### config.mk
export PLATFORM = sky130hd
export DESIGN_NAME = sp_uart
export DESIGN_NICKNAME = d
export VERILOG_FILES = /design/src/hw/sp_pkg.sv /design/src/hw/sp_uart.sv
export VERILOG_INCLUDE_DIRS = /design/src /design/src/hw
export SDC_FILE = /design/constraint.sdc
export NUM_CORES = 1
export LEC_CHECK = 0
export BUFFER_PORTS_ARGS = -buffer_cell sky130_fd_sc_hd__buf_2
export CORE_UTILIZATION = 39
export DETAILED_ROUTE_END_ITERATION = 10
export GPL_ROUTABILITY_DRIVEN = 0
export PLACE_DENSITY = 0.64
export SKIP_LAST_GASP = 1
export SLEW_MARGIN = 20
export SYNTH_ARGS = -nofsm -noshare
export SYNTH_HDL_FRONTEND = slang
export SYNTH_SLANG_ARGS = --single-unit
export TNS_END_PERCENT = 5
### constraint.sdc
create_clock -name mclk -period 5.83 [get_ports mclk]
set_clock_uncertainty 0.2 [all_clocks]
set_input_delay 0.583 -clock mclk [delete_from_list [all_inputs] [get_ports mclk]]
set_output_delay 0.583 -clock mclk [all_outputs]
set_load 0.1 [all_outputs]
### src/hw/sp_consts.svh
// Purpose: address map, reset values and counts of the serial port
// Assumes: 8-bit register port, one clock
// Notes:   definitions only
`ifndef SP_CONSTS_SVH
`define SP_CONSTS_SVH
`define SP_A_SERIAL_CONTROL_REG   8'h98
`define SP_A_SERIAL_BUFFER_REG   8'h99
`define SP_A_POWER_CONTROL_REG   8'h87
`define SP_SERIAL_CONTROL_REG_RST 8'h00
// power control bit positions
`define SP_P_DBL    7
`define SP_P_EVS    6
// mode field codes
`define SP_MD_SHIFT 2'h0
`define SP_MD_8VAR  2'h1
`define SP_MD_9FIX  2'h2
// shift mode: six clocks per bit, clock rises at phase 3
`define SP_M0_LAST  3'h5
`define SP_M0_RISE  3'h3
// async: sixteen ticks per bit, majority at 7,8,9
`define SP_OS_LAST  4'hf
`define SP_OS_S1    4'h7
`define SP_OS_S2    4'h8
`define SP_OS_S3    4'h9
// last bit index of a frame, then index of the eighth data bit
`define SP_LST_M0   4'h7
`define SP_LST_8    4'h9
`define SP_LST_9    4'ha
`define SP_IDX_D8   4'h8
`endif

### src/hw/sp_pkg.sv
// Purpose: types of the serial port
// Assumes: nothing
// Notes:   one-hot states, one state record
package sp_pkg;
  typedef enum logic [2:0] {SP_TX_IDLE = 3'h1, SP_TX_WAIT = 3'h2, SP_TX_RUN = 3'h4} sp_tx_t;
  typedef enum logic [2:0] {SP_RX_IDLE = 3'h1, SP_RX_RUN = 3'h2, SP_RX_SH = 3'h4} sp_rx_t;
  typedef struct packed {
    logic [7:0] addr;
    logic [7:0] wdata;
    logic       wr;
    logic       rd;
  } sp_req_t;
  typedef struct packed {
    logic        sm0, sm1, mpe, ren, tb8, rb8, ti, ri, fe, dbl, evs;
    logic [7:0]  rx_buf;
    logic [7:0]  rd_data;
    logic        txd, rxo, rxoe;
    logic        rx_s1, rx_s2, rx_prev;
    logic        half;
    logic [2:0]  p6;
    logic [3:0]  tdiv;
    sp_tx_t      tst;
    logic [10:0] tfr;
    logic [3:0]  tidx;
    sp_rx_t      rst;
    logic [3:0]  rdiv;
    logic [3:0]  ridx;
    logic [7:0]  rsh;
    logic        r9, sa, sb;
  } sp_state_t;
endpackage : sp_pkg

### src/hw/sp_uart.sv
// Purpose: serial port mode, flag and bit rate control with shift engines
// Assumes: timer1 overflow pulse comes from logic on mclk
// Notes:   all state in one record, registered once per edge
//
// Functional notes
// RULE_01: stop bit received as zero sets sticky framing error until software clears.
// RULE_02: control bit 7 reads framing error if view select set, else mode high.
// RULE_03: mode field picks shift, 8-bit variable, 9-bit fixed, 9-bit variable.
// RULE_04: 9-bit modes with multiproc enable drop frames whose ninth bit is zero.
// RULE_05: 8-bit mode with multiproc enable drops frames lacking a valid stop.
// RULE_06: software keeps multiproc enable zero in shift mode.
// RULE_07: receive enable gates reception; clearing it stops reception.
// RULE_08: 9-bit modes transmit the written tx ninth bit.
// RULE_09: rx ninth bit holds ninth bit, or stop bit in 8-bit mode.
// RULE_10: tx done sets after 8th bit in shift mode, else at stop start.
// RULE_11: rx done sets after 8th bit in shift mode, else mid stop.
// RULE_12: shift mode bit rate is clock over six.
// RULE_13: fixed 9-bit mode rate is clock over 32, or 16 doubled.
// RULE_14: variable modes time bits from timer1 overflows, halved unless doubled.
// RULE_15: software keeps the timer1 interrupt disabled when it times bits.
// RULE_16: any timer1 overflow pulse is accepted as the rate source.
// RULE_17: control register resets to zero.
// RULE_18: any buffer write starts a transmission in every mode.
// RULE_19: shift mode receives when rx done clear and enabled; else on start. Shift mode here also waits for the transmitter to be idle.
// RULE_20: tick source is chosen from the mode field every cycle.
`timescale 1ns/1ns
`include "sp_consts.svh"
module sp_uart (
  // clock and reset
  input  wire logic            mclk,
  input  wire logic            rst_n,
  // register port
  input  wire sp_pkg::sp_req_t req,
  output logic [7:0]           rd_data,
  // rate source
  input  wire logic            t1_ovf,
  // serial pins
  input  wire logic            rxd_in,
  output logic                 rxd_out,
  output logic                 rxd_oe,
  output logic                 txd
);
  sp_pkg::sp_state_t s_ff;
  sp_pkg::sp_state_t nxt_s;
  logic [1:0] mode;
  logic       wsc;
  logic       wsb;
  logic       tk;
  logic       bnd;
  logic       maj;
  logic       ok;
  logic       tx_set;
  logic       rx_set;
  logic       fe_set;
  logic [3:0] lst;

  // next state of the whole port
  always_comb begin
    nxt_s  = s_ff;
    mode   = {s_ff.sm0, s_ff.sm1}; // RULE_03
    wsc    = req.wr && (req.addr == `SP_A_SERIAL_CONTROL_REG);
    wsb    = req.wr && (req.addr == `SP_A_SERIAL_BUFFER_REG);
    tx_set = 1'b0;
    rx_set = 1'b0;
    fe_set = 1'b0;
    maj    = 1'b0;
    ok     = 1'b0;
    // pin synchroniser
    nxt_s.rx_s1   = rxd_in;
    nxt_s.rx_s2   = s_ff.rx_s1;
    nxt_s.rx_prev = s_ff.rx_s2;
    // tick source per mode
    case (mode) // RULE_20
      `SP_MD_SHIFT: tk = 1'b0;
      `SP_MD_9FIX:  tk = s_ff.dbl | s_ff.half; // RULE_13
      default:      tk = t1_ovf & (s_ff.dbl | s_ff.half); // RULE_14 RULE_16
    endcase
    nxt_s.half = s_ff.half ^ ((mode == `SP_MD_9FIX) | t1_ovf);
    nxt_s.p6   = (s_ff.p6 == `SP_M0_LAST) ? 3'h0 : s_ff.p6 + 3'h1; // RULE_12
    nxt_s.tdiv = s_ff.tdiv + {3'h0, tk};
    bnd = (mode == `SP_MD_SHIFT) ? (s_ff.p6 == `SP_M0_LAST) : (tk && s_ff.tdiv == `SP_OS_LAST);
    case (mode)
      `SP_MD_SHIFT: lst = `SP_LST_M0;
      `SP_MD_8VAR:  lst = `SP_LST_8;
      default:      lst = `SP_LST_9;
    endcase
    // transmitter
    if (wsb) begin // RULE_18
      nxt_s.tfr  = {1'b1, (mode[1] ? s_ff.tb8 : 1'b1), req.wdata, 1'b0}; // RULE_08
      if (mode == `SP_MD_SHIFT) begin
        nxt_s.tfr = {3'h7, req.wdata};
      end
      nxt_s.tst  = sp_pkg::SP_TX_WAIT;
      nxt_s.tidx = 4'h0;
    end else begin
      case (s_ff.tst)
        sp_pkg::SP_TX_IDLE: nxt_s.tst = sp_pkg::SP_TX_IDLE;
        sp_pkg::SP_TX_WAIT: if (bnd) begin
          nxt_s.tst = sp_pkg::SP_TX_RUN;
        end
        sp_pkg::SP_TX_RUN: if (bnd) begin
          if (s_ff.tidx >= lst) begin
            tx_set    = (mode == `SP_MD_SHIFT); // RULE_10
            nxt_s.tst = sp_pkg::SP_TX_IDLE;
          end else begin
            nxt_s.tfr  = {1'b1, s_ff.tfr[10:1]};
            nxt_s.tidx = s_ff.tidx + 4'h1;
            tx_set     = (mode != `SP_MD_SHIFT) && (s_ff.tidx + 4'h1 == lst); // RULE_10
          end
        end
        default: nxt_s.tst = sp_pkg::SP_TX_IDLE;
      endcase
    end
    // receiver
    case (s_ff.rst)
      sp_pkg::SP_RX_IDLE: begin
        if (mode == `SP_MD_SHIFT) begin
          if (s_ff.ren && !s_ff.ri && s_ff.tst == sp_pkg::SP_TX_IDLE && bnd) begin // RULE_19
            nxt_s.rst  = sp_pkg::SP_RX_SH;
            nxt_s.ridx = 4'h0;
          end
        end else if (s_ff.ren && s_ff.rx_prev && !s_ff.rx_s2) begin // RULE_19
          nxt_s.rst  = sp_pkg::SP_RX_RUN;
          nxt_s.rdiv = 4'h0;
          nxt_s.ridx = 4'h0;
        end
      end
      sp_pkg::SP_RX_RUN: if (tk) begin
        nxt_s.rdiv = s_ff.rdiv + 4'h1;
        if (s_ff.rdiv == `SP_OS_S1) begin
          nxt_s.sa = s_ff.rx_s2;
        end
        if (s_ff.rdiv == `SP_OS_S2) begin
          nxt_s.sb = s_ff.rx_s2;
        end
        if (s_ff.rdiv == `SP_OS_LAST) begin
          nxt_s.ridx = s_ff.ridx + 4'h1;
        end
        if (s_ff.rdiv == `SP_OS_S3) begin
          maj = (s_ff.sa & s_ff.sb) | (s_ff.sa & s_ff.rx_s2) | (s_ff.sb & s_ff.rx_s2);
          if (s_ff.ridx == 4'h0) begin
            if (maj) begin
              nxt_s.rst = sp_pkg::SP_RX_IDLE; // false start
            end
          end else if (s_ff.ridx == lst) begin
            fe_set = !maj; // RULE_01
            // RULE_04 RULE_05
            ok = !s_ff.ri && (!s_ff.mpe || ((mode == `SP_MD_8VAR) ? maj : s_ff.r9));
            if (ok) begin
              nxt_s.rx_buf = s_ff.rsh;
              nxt_s.rb8    = (mode == `SP_MD_8VAR) ? maj : s_ff.r9; // RULE_09
              rx_set       = 1'b1; // RULE_11
            end
            nxt_s.rst = sp_pkg::SP_RX_IDLE;
          end else if (s_ff.ridx <= `SP_IDX_D8) begin
            nxt_s.rsh = {maj, s_ff.rsh[7:1]};
          end else begin
            nxt_s.r9 = maj;
          end
        end
      end
      sp_pkg::SP_RX_SH: begin
        if (s_ff.p6 == `SP_M0_RISE) begin
          nxt_s.rsh = {s_ff.rx_s2, s_ff.rsh[7:1]};
        end
        if (bnd) begin
          if (s_ff.ridx == `SP_LST_M0) begin
            nxt_s.rx_buf = s_ff.rsh;
            rx_set       = 1'b1; // RULE_11
            nxt_s.rst    = sp_pkg::SP_RX_IDLE;
          end else begin
            nxt_s.ridx = s_ff.ridx + 4'h1;
          end
        end
      end
      default: nxt_s.rst = sp_pkg::SP_RX_IDLE;
    endcase
    if (!s_ff.ren) begin
      nxt_s.rst = sp_pkg::SP_RX_IDLE; // RULE_07
    end
    // control register writes; hardware sets of fe, ti and ri win over clears
    if (wsc) begin
      if (s_ff.evs) begin
        nxt_s.fe = req.wdata[7]; // RULE_02
      end else begin
        nxt_s.sm0 = req.wdata[7];
      end
      nxt_s.sm1 = req.wdata[6];
      nxt_s.mpe = req.wdata[5];
      nxt_s.ren = req.wdata[4];
      nxt_s.tb8 = req.wdata[3];
      nxt_s.rb8 = req.wdata[2];
      nxt_s.ti  = req.wdata[1];
      nxt_s.ri  = req.wdata[0];
    end
    nxt_s.fe = nxt_s.fe | fe_set; // RULE_01
    nxt_s.ti = nxt_s.ti | tx_set; // RULE_10
    nxt_s.ri = nxt_s.ri | rx_set; // RULE_11
    if (req.wr && req.addr == `SP_A_POWER_CONTROL_REG) begin
      nxt_s.dbl = req.wdata[`SP_P_DBL];
      nxt_s.evs = req.wdata[`SP_P_EVS];
    end
    // read data, valid the cycle after the strobe
    nxt_s.rd_data = 8'h00;
    if (req.rd) begin
      case (req.addr)
        `SP_A_SERIAL_CONTROL_REG: nxt_s.rd_data = {(s_ff.evs ? s_ff.fe : s_ff.sm0), s_ff.sm1, s_ff.mpe, // RULE_02
                                     s_ff.ren, s_ff.tb8, s_ff.rb8, s_ff.ti, s_ff.ri};
        `SP_A_SERIAL_BUFFER_REG: nxt_s.rd_data = s_ff.rx_buf;
        `SP_A_POWER_CONTROL_REG: nxt_s.rd_data = {s_ff.dbl, s_ff.evs, 6'h00};
        default:    nxt_s.rd_data = 8'h00;
      endcase
    end
    // pin drive: shift mode uses rxd both ways and txd as shift clock
    if (mode == `SP_MD_SHIFT) begin
      nxt_s.rxoe = (nxt_s.tst == sp_pkg::SP_TX_RUN);
      // the data pin is released high unless a shift-mode transmit is running
      nxt_s.rxo  = (nxt_s.tst == sp_pkg::SP_TX_RUN) ? nxt_s.tfr[0] : 1'b1;
      nxt_s.txd  = !((nxt_s.tst == sp_pkg::SP_TX_RUN || nxt_s.rst == sp_pkg::SP_RX_SH)
                     && nxt_s.p6 < `SP_M0_RISE);
    end else begin
      nxt_s.rxoe = 1'b0;
      nxt_s.rxo  = 1'b1;
      nxt_s.txd  = (nxt_s.tst == sp_pkg::SP_TX_RUN) ? nxt_s.tfr[0] : 1'b1;
    end
  end

  // state register
  always_ff @(posedge mclk or negedge rst_n) begin
    if (!rst_n) begin
      s_ff         <= '0;
      {s_ff.sm0, s_ff.sm1, s_ff.mpe, s_ff.ren, s_ff.tb8, s_ff.rb8, s_ff.ti, s_ff.ri} <= `SP_SERIAL_CONTROL_REG_RST; // RULE_17
      s_ff.txd     <= 1'b1;
      s_ff.rxo     <= 1'b1;
      s_ff.rx_s1   <= 1'b1;
      s_ff.rx_s2   <= 1'b1;
      s_ff.rx_prev <= 1'b1;
      s_ff.tst     <= sp_pkg::SP_TX_IDLE;
      s_ff.rst     <= sp_pkg::SP_RX_IDLE;
    end else begin
      s_ff <= nxt_s;
    end
  end

  assign rd_data = s_ff.rd_data;
  assign txd     = s_ff.txd;
  assign rxd_out = s_ff.rxo;
  assign rxd_oe  = s_ff.rxoe;
endmodule : sp_uart
* Word level (Yosys, flattened, before mapping)
Cells that the tools add are included.
** Operators by class
- Mux-type cells :: 81
- Reductions and logical operators :: 42
- Add/sub/neg operators :: 5
- Bitwise operators :: 16
- Equal/unequal tests :: 41
- $lt $le $gt $ge :: 3
** Operators by type and width (count)
- $mux 8 :: 10
- $mux 3 :: 13
- $mux 18 :: 2
- $ne 2x2->1 const B :: 16
- $pmux 8 s2 :: 2
- $mux 1 :: 31
- $mux 15 :: 2
- $mux 4 :: 7
- $mux 9 :: 3
- $eq 8x8->1 const B :: 3
- $pmux 8 s3 :: 1
- $mux 22 :: 1
- $reduce_bool 2->1 :: 10
- $eq 4x4->1 const B :: 4
- $pmux 4 s2 :: 2
- $eq 3x3->1 const B :: 5
- $reduce_and 7->1 :: 2
- $add 4x1->4 const B :: 3
- $logic_and 1x1->1 :: 12
- $pmux 4 s3 :: 1
- $reduce_and 6->1 :: 2
- $mux 11 :: 1
- $mux 10 :: 1
- $eq 3x2->1 const B :: 3
- other kinds (27) :: 51
** Word-level totals
- Output and inout port bits :: 11
- Input port bits :: 22
- Register bits :: 81
- Logic and storage cells :: 221

* Depth between registers and ports, before layout
Gate-level depths: netlist of the first run.
- Depth after elaboration :: 15
- Mapped depth :: 13
- Depth with buffers taken out :: 9

* Least setup slack after synthesis of the first run
OpenSTA, ideal clock, no wires.
- Path kind :: flip-flop to flip-flop
- From :: reg s_ff, in the netlist mode[1]
- To :: reg s_ff, in the netlist rxd_out
- Cell stages (with the launch flop) :: 13
- Arrival time :: 2396 ps
- Setup time :: 92 ps
- Slack :: 3142 ps
- Data required time :: 5538 ps
- Period minus slack after synthesis :: 2688 ps
- Path buffers :: 3
- Path through :: dfrtp_1 -> buf_2 -> or2_2 -> clkbuf_1 -> inv_1 -> buf_1 -> ha_1 -> nor2_1 -> nor2_1 -> and2_1 -> o221a_2 -> nor3_1 -> nand3_1
** RTL lines
- start: declaration :: line sp_uart.sv:43 : sp_pkg::sp_state_t s_ff;
- start signal: assignment :: line sp_uart.sv:241 : s_ff <= nxt_s;

==> impl_metrics.ini, run 1 <==
[global_route]
grt_max_degree = 82
grt.overflow.total = 0
antenna_found_initial = 0
grt_pass1_wl_mm = 14.26
gr-usage-all-layers_pct = 16.15
grt_pass1_vias = 2920

[final_layout]
diodes = 0
layout-drive-gt1-share_pct = 21.11
finalNetCount = 461
post-route-util_pct = 44.64
syn_to_final_growth_pct = 10.14
instances_no_fill = 567

[run_status]
status = complete, no violations

[floorplanning]
die_w_um = 106.0
dieArea_um2 = 11240
die_h_um = 106.0
initial_core_util_pct = 40.53
row_count = 37
boundaryPins = 33
core-area_um2 = 10420

[yosys]
yosysWarnings = 0
synth-edff-count = 0
avgSynthCellArea_um2 = 10.50
synth_area_um2 = 4222
ys_types = 61
synth.net_count = 437
ys_ff_latch = 81
synth_seq_area_share_pct = 48.22
synthCells = 402
async_flop_share_pct = 100.0
yosys_most_used_dff = dfrtp_1

[power]
cellLeakagePower_uw = 0.002229
ir_drop_uv = 163.9
pwr_density_cell_nw_per_um2 = 258.2

[drt]
wl_per_cell_um = 15.20
routed_wl_mm = 8.616
drt_first_pass_iters = 4
routed_via_density = 5.347
first_iter_violations = 190
vias = 3032
route.detailed.drc = 0
drtAntennaViolNets = 0

[clock_tree]
clock-sinks = 81
clock_path_buffers = 2
cts_setup_buffers = 0
clock_latency_ns = 0.36
numCtsBuffers = 9
htreeDepth = 3
root_buffer = clkbuf_8
cts_resized = 0
hold_buffers = 0
cts.clk_slew.worst_paths_ns = 0.10
cts_tree = yes

[setup_path]
path_class = reg2reg
crit_required_ns = 5.85
crit_fanout = 15
startpoint = mode[1]
r2r_slack_ns = 2.54
r2r_start = mode[1]
worst_setup_path_start_kind = flip-flop
cp-endpoint = s_ff[26]
crit_arrival_ns = 3.31
reg2regPathDepth = 8
end_kind = flip-flop
timing.rr.end = s_ff[26]

[worst_hold_path]
hp-class = in2async

[flow_run]
maxCapViolCount = 0

[timing]
period_needed_ns = 3.291
grt_setup_unrepaired = false
slew_violations = 0
fin_tns_setup_ns = 0
hold_viol = 0
tightest_slew_ns = 0.8137
setup_viol_count_final = 0
min_period_over_period_pct = 56.44
clock.fmax_mhz = 303.9
maxSlewHeadroom_pct = 45.64

[placed_design]
dp.cells = 551
dp_hpwl_mm = 6.285
portBuffers = 32
==> where the power goes <==
| group | internal, uW | switching, uW | total, uW |
|---|---|---|---|
| clock network | 206 | 224 | 430 |
| registers | 600 | 29.8 | 630 |
| logic | 57.9 | 83.1 | 141 |
==> cell usage after synthesis, drive strengths merged (2+ instances only) <==
library cell / count / area (um2)
a211oi: 3 / 27.52
nor2: 32 / 120.1
nand3: 11 / 55.05
dfrtp: 74 / 1852
and3: 10 / 62.56
buf: 15 / 107.6
o31ai: 3 / 22.52
and2: 6 / 37.54
and4b: 2 / 20.02
o2bb2ai: 2 / 17.52
nor2b: 6 / 37.54
or3: 2 / 17.52
a31oi: 3 / 18.77
nor3b: 5 / 37.54
a21oi: 16 / 80.08
xnor2: 5 / 43.79
nor3: 13 / 76.33
clkbuf: 5 / 18.77
nand4: 5 / 31.28
o21ai: 17 / 85.08
a22o: 2 / 17.52
a32o: 2 / 20.02
mux2i: 23 / 230.2
nand2: 38 / 142.6
or3b: 2 / 17.52
or2: 2 / 12.52
inv: 14 / 52.55
a211o: 2 / 17.52
o211ai: 2 / 15.01
nor4: 2 / 12.51
ha: 13 / 162.7
a22oi: 3 / 22.52
nand3b: 4 / 30.03
xor2: 3 / 26.28
mux2: 26 / 292.8
nand2b: 6 / 37.54
dfstp: 7 / 183.9
==> metrics by stage <==
step	total power [uW]	instance area [um2]	hold WS, ns	setup WS, ns
global placement	777.1	4428	0.1469	2.598
floorplan	728.5	4222	0.08741	3.142
finish	1200	4649	0.06200	2.539
CTS	1216	4641	0.1071	2.518
global route	1267	4649	0.09704	2.240
detailed placement	782.8	4433	0.1468	2.552
==> area by class of cell <==
type / count / area (um2)
Inverter: 14 / 52.55
Clock inverter: 7 / 83.83
Multi-Input combinational cell: 287 / 2012
Timing Repair Buffer: 33 / 171.4
Tap cell: 136 / 170.2
Fill cell: 995 / 5767
Sequential cell: 81 / 2036
Clock buffer: 9 / 123.9
==> logic make-up after synthesis <==
| kind of cell | Yosys count | synth area share, % |
|---|---|---|
| AOI/OAI and AO/OA | 66 | 10.73 |
| muxes | 49 | 12.39 |
| xor gates and xnor gates | 8 | 1.660 |
| buffers and inverters | 34 | 4.238 |
| DFF | 81 | 48.22 |
| adders and majority gates | 14 | 4.090 |
| and+or+nand+nor | 150 | 18.67 |
==> worst min-delay path by stage <==
stage	startpoint	endpoint	slack, ns	cells after the start
4_1_cts	rxd_in	nxt_s[49]	0.11	1
5_1_grt	rxd_in	nxt_s[49]	0.1	1
3_5_place_dp	nxt_s[49]	nxt_s[48]	0.15	0
3_3_place_gp	nxt_s[49]	nxt_s[48]	0.15	0
6_report	rst_n	s_ff[15]	0.06	1
2_1_floorplan	rst_n	mode[0]	0.09	0
==> state kept, by name (all words and copies together) (netlist names) <==
| name | cells |
|---|---|
| s_ff | 66 |
| rd_data | 8 |
| nxt_s | 2 |
| rxd_oe | 1 |
| mode | 2 |
| rxd_out | 1 |
| txd | 1 |
==> worst max-delay path: stages (launching register included) <==
cell	delay [ns]
dfrtp_1	0.53
or2_2	0.34
inv_1	0.29
ha_1	0.30
a2111o_1	0.39
nand2_1	0.12
nand2_1	0.40
a31oi_1	0.42
o21ai_0	0.15
==> per-layer routing <==
| layer | share of wire, % | wire, um | GRT usage (%) | up-vias |
|---|---|---|---|---|
| li1 | - | - | - | 1476 |
| met1 | 48 | 4167 | 22.07 | 1486 |
| met2 | 46 | 3993 | 25.68 | 56 |
| met3 | 3.7 | 321 | 3.433 | 14 |
| met4 | 1.5 | 133 | 4.960 | 0 |
| met5 | 0 | 0 | 0 | - |
==> layout by cell type (no fill, tap or decap), types with 4 or more instances in the layout <==
cell,n
nand4_1,5
xnor2_1,5
and2_1,6
nor2b_1,6
mux2i_1,23
nor2_1,32
nand3_1,11
nor3_1,12
buf_2,32
dfstp_2,7
mux2_2,25
nor3b_1,4
and3_1,10
dfrtp_1,74
nand2_1,38
nand3b_1,4
clkbuf_8,9
o21ai_0,17
inv_1,14
nand2b_1,6
ha_1,13
a21oi_1,16
No activity file was read; power rests on OpenSTA's default activity.
==> inputs of run 2 (changes only) <==
Clock period 5.83 ns to 3.3 ns, I/O delays scaled along.
==> run 2 against run 1 <==
  * Register-to-register slack got worse by 2.2 ns
  * Core utilization rose by 0.46 points
  * Combinational power rose by 78%
  * Worst setup slack got worse by 2.2 ns
  * Fmax rose by 11%
  * Cell count rose by 1.2%
  * Largest cell class unchanged
  * Largest power group unchanged
==> impl_metrics.ini, run 2 (same netlist as run 1, synthesis figures left out) <==
[timing]
hold_viol = 0
maxSlewHeadroom_pct = 51.59
timing.hold.ws_ns = 0.01957
clock.fmax_mhz = 336.2
setup_viol_count_final = 0
slew_violations = 0
min_period_over_period_pct = 90.13
grt_setup_unrepaired = false
period_needed_ns = 2.974
fin_tns_setup_ns = 0
tightest_slew_ns = 0.7261

[floorplanning]
row_count = 37
core-area_um2 = 10420
initial_core_util_pct = 40.53
die_w_um = 106.0
dieArea_um2 = 11240
die_h_um = 106.0
boundaryPins = 33

[setup_path]
cpPeakStageDelay_ns = 0.48
end_kind = flip-flop
crit_path_top_delay_cell = dfrtp_1
crit_required_ns = 3.37
path_class = reg2reg
worst_setup_path_start_kind = flip-flop
critical-path-top-delay-family = simple AND/OR/NAND/NOR gates
path_cells = or2_2 > inv_1 > ha_1 > nor2_1 > nor2_1 > and2_1 > o221a_2 > nor3_1 > nand3_1
crit_fanout = 15
crit_path_frequent_cell = nor2_1
worst-path-buf-inv = 1
crit_arrival_ns = 3.04

[power]
p_int_uw = 1520
pwr_density_cell_nw_per_um2 = 450.3
p_sw_uw = 594.8
cellLeakagePower_uw = 0.002255
p_comb_share_pct = 11.9
p_sw_share_pct = 28.12
ir_drop_uv = 248.9
clkPwrFrac_pct = 35.5
power_uw = 2115
seq_power_share_pct = 52.6

[global_route]
grt_pass1_vias = 3037
antenna_found_initial = 0
grt_pass1_wl_mm = 15.17
grt.overflow.total = 0
gr-usage-all-layers_pct = 17.18
grt_max_degree = 82

[clock_tree]
root_buffer = clkbuf_8
cts.clk_slew.worst_paths_ns = 0.09
clock-sinks = 81
htreeDepth = 3
clock_latency_ns = 0.35
numCtsBuffers = 9
cts_tree = yes
clock_path_buffers = 2

[final_layout]
multiInputGateArea_um2 = 2007
fillCellCount = 967
post-route-util_pct = 45.09
finalNetCount = 468
top_register = s_ff
finalInstanceArea_um2 = 4697
diodes = 0
final_common_cell = dfrtp_1
layout_common_cells = dfrtp_1, nand2_1, nor2_1, buf_2, mux2_2
syn_to_final_growth_pct = 11.26
layout-drive-gt1-share_pct = 21.69
regArea_um2 = 2036
largest_reg_flops = 66

[run_status]
status = complete, no violations

[worst_hold_path]
hp-class = in2reg

[drt]
met3WireLength_um = 479
drt_first_pass_iters = 4
wl_per_cell_um = 15.38
route.detailed.drc = 0
routed_via_density = 5.389
routed_wl_mm = 8.827
vias = 3093
drtAntennaViolNets = 0
first_iter_violations = 218
drt-met1-wl_mm = 4.105
top_layer = met4
met2_length_mm = 4.153

[placed_design]
dp_hpwl_mm = 6.382
portBuffers = 32
post_dp_cell_area_um2 = 4473

[flow_run]
maxCapViolCount = 0
-- run 2: stage by stage --
step	std cells	setup slack (ns)
floorplan	402	0.6120
global placement	556	0.5185
detailed placement	556	0.3702
CTS	574	0.3399
global route	574	0.08773
finish	574	0.3259
-- run 2: routing by layer --
layer  GRT usage (%)  up-vias
met2           26.61       79
li1                -     1501
met4           5.060        0
met1           23.93     1505
met3           3.985        8
met5               0        -
-- run 2: final timing paths --
kind | start | endpoint | slack [ns] | cells after the start
min in group asynchronous | rst_n | s_ff[17] | 0.38 | 2
worst max register to register | mode[0] | rxd_out | 0.33 | 9
worst min register to register | nxt_s[49] | nxt_s[48] | 0.16 | 0
worst min-delay path | req[0] | rd_data[6] | 0.02 | 2
worst max-delay path | mode[0] | rxd_out | 0.33 | 9
max in group asynchronous | rst_n | s_ff[78] | 2.03 | 2
-- run 2: worst reg2reg max path: stages (launching register included) --
cell and delay, ns:
dfrtp_1 0.48, or2_2 0.46, inv_1 0.39, ha_1 0.32, nor2_1 0.12, nor2_1 0.07
and2_1 0.22, o221a_2 0.27, nor3_1 0.25, nand3_1 0.11
-- run 2: power groups by stage --
stage	logic, uW	registers (uW)	clock network, uW
final	251	1110	751
after global routing	291	1120	824
after CTS	255	1110	775
after detailed placement	252	1130	0
after global placement	245	1130	0
after floorplan	171	1120	0
-- run 2: repair_timing --
item                                   4_1_cts  5_1_grt
buffers inserted                             0        0
hold buffers                                 2        0
endpoints found under the hold margin       17        0
resized for setup                            0        0
-- run 2: layout make-up --
| cell class | instances | share of cell area, % |
|---|---|---|
| Clock buffer | 9 | 2.637 |
| Clock inverter | 7 | 1.625 |
| Inverter | 14 | 1.119 |
| Multi-Input combinational cell | 287 | 42.73 |
| Sequential cell | 81 | 43.34 |
| Tap cell | 136 | 3.623 |
| Timing Repair Buffer | 40 | 4.928 |
==> inputs of run 3 (changes only) <==
Settings changed: CORE_UTILIZATION 39 to 40, PLACE_DENSITY 0.64 to 0.65.
==> run 3 against run 2 <==
  * Die area is 2.5% lower
  * Combinational power is 2% higher
  * Critical endpoint unchanged
  * Via count is 0.19% higher
  * Sequential power hardly changed
  * Design area is 0.27% higher
  * Total power is 0.40% lower
  * Register-to-register slack hardly changed
  * Sequential cell count stayed put
  * Non-clock buffer count is 1 higher
  * Core utilization is 0.73 points higher
  * Worst setup slack worse by 0.0046 ns
  * Cell count is 0.17% higher
==> impl_metrics.ini, run 3 (same netlist as run 1, synthesis figures left out) <==
[run_status]
status = complete, no violations

[final_layout]
multiInputGateArea_um2 = 2007
largest_reg_flops = 66
layout-drive-gt1-share_pct = 21.64
post-route-util_pct = 45.82
finalNetCount = 469
regArea_um2 = 2036
instances_no_fill = 575
syn_to_final_growth_pct = 11.56
diodes = 0
top_register = s_ff
final_common_cell = dfrtp_1
layout_common_cells = dfrtp_1, nand2_1, nor2_1, buf_2, mux2_2
fillCellCount = 977

[power]
ir_drop_uv = 168.7
cellLeakagePower_uw = 0.002255
power_uw = 2107
pwr_density_cell_nw_per_um2 = 447.3

[setup_path]
worst_setup_path_start_kind = flip-flop
crit_arrival_ns = 3.05
reg2regPathDepth = 8
end_kind = flip-flop
cp-endpoint = rxd_out
crit_fanout = 15
timing.rr.end = rxd_out
crit_required_ns = 3.38
path_class = reg2reg
startpoint = mode[1]
r2r_start = mode[1]
r2r_slack_ns = 0.32

[drt]
top_layer = met4
wl_per_cell_um = 15.16
routed_wl_mm = 8.716
routed_via_density = 5.390
met2_length_mm = 4.108
route.detailed.drc = 0
first_iter_violations = 198
drt-met1-wl_mm = 4.153
met3WireLength_um = 269
drtAntennaViolNets = 0
drt_first_pass_iters = 4
vias = 3099

[floorplanning]
dieArea_um2 = 10970
core-area_um2 = 10280
initial_core_util_pct = 41.08
boundaryPins = 33
row_count = 37
die_w_um = 104.7
die_h_um = 104.7

[worst_hold_path]
hold-path-cell-count = 2
hp-class = in2reg

[placed_design]
portBuffers = 32
dp_hpwl_mm = 6.279
dp.cells = 556
dpl_worst_slack_ns = 0.3795

[clock_tree]
clock_path_buffers = 2
cts.clk_slew.worst_paths_ns = 0.09
clock_latency_ns = 0.36
htreeDepth = 3
clock-sinks = 81
hold_buffers = 3
root_buffer = clkbuf_8
cts_tree = yes
cts_setup_buffers = 0
numCtsBuffers = 9
cts_resized = 0

[timing]
hold_viol = 0
slew_violations = 0
maxSlewHeadroom_pct = 51.55
tightest_slew_ns = 0.7267
clock.fmax_mhz = 335.7
period_needed_ns = 2.979
grt_setup_unrepaired = false
min_period_over_period_pct = 90.27
setup_viol_count_final = 0
fin_tns_setup_ns = 0
setup_ws_ns = 0.3212

[global_route]
grt_pass1_vias = 3027
gr-usage-all-layers_pct = 16.90
grt_pass1_wl_mm = 14.48
grt.overflow.total = 0
antenna_found_initial = 0
grt_max_degree = 82

[flow_run]
maxCapViolCount = 0
==> run 3: layer usage <==
metal | global-route usage (%) | up-vias
li1 | - | 1497
met1 | 22.48 | 1529
met2 | 26.54 | 57
met3 | 3.182 | 16
met4 | 8.149 | 0
met5 | 0 | -
==> run 3: through the flow <==
stage	cell area [um2]	hold slack, ns
floorplan	4222	-0.1656
global placement	4473	0.1456
detailed placement	4473	0.1482
CTS	4706	0.02139
global route	4710	0.02851
finish	4710	0.04382
==> run 3: area by class of cell <==
cell class | count | area share (%)
clock inverter | 7 | 1.674
clock buffer | 9 | 2.630
timing repair buffer | 41 | 5.128
tap | 136 | 3.613
multi-input combinational | 287 | 42.61
sequential | 81 | 43.23
inverter | 14 | 1.116
==> run 3: worst min path at each step <==
stage / from / end / slack [ns]
2_1_floorplan: rst_n / mode[0] / -0.17
3_3_place_gp: nxt_s[49] / nxt_s[48] / 0.15
3_5_place_dp: nxt_s[49] / nxt_s[48] / 0.15
4_1_cts: req[8] / s_ff[70] / 0.02
5_1_grt: req[6] / s_ff[77] / 0.03
6_report: req[6] / s_ff[77] / 0.04
==> run 3: critical path: stages (launching register included) <==
cell,delay (ns)
dfrtp_1,0.54
or2_2,0.35
inv_1,0.29
ha_1,0.30
a2111o_1,0.40
and2_1,0.20
o221a_2,0.26
nor3_1,0.23
nand3_1,0.12
==> run 3: report_power, final <==
part	switching, uW	internal, uW	leakage [uW]	total, uW
logic	150	107	0.00111	257
registers	54.6	1060	0.00106	1110
clock network	381	355	0.0000925	736
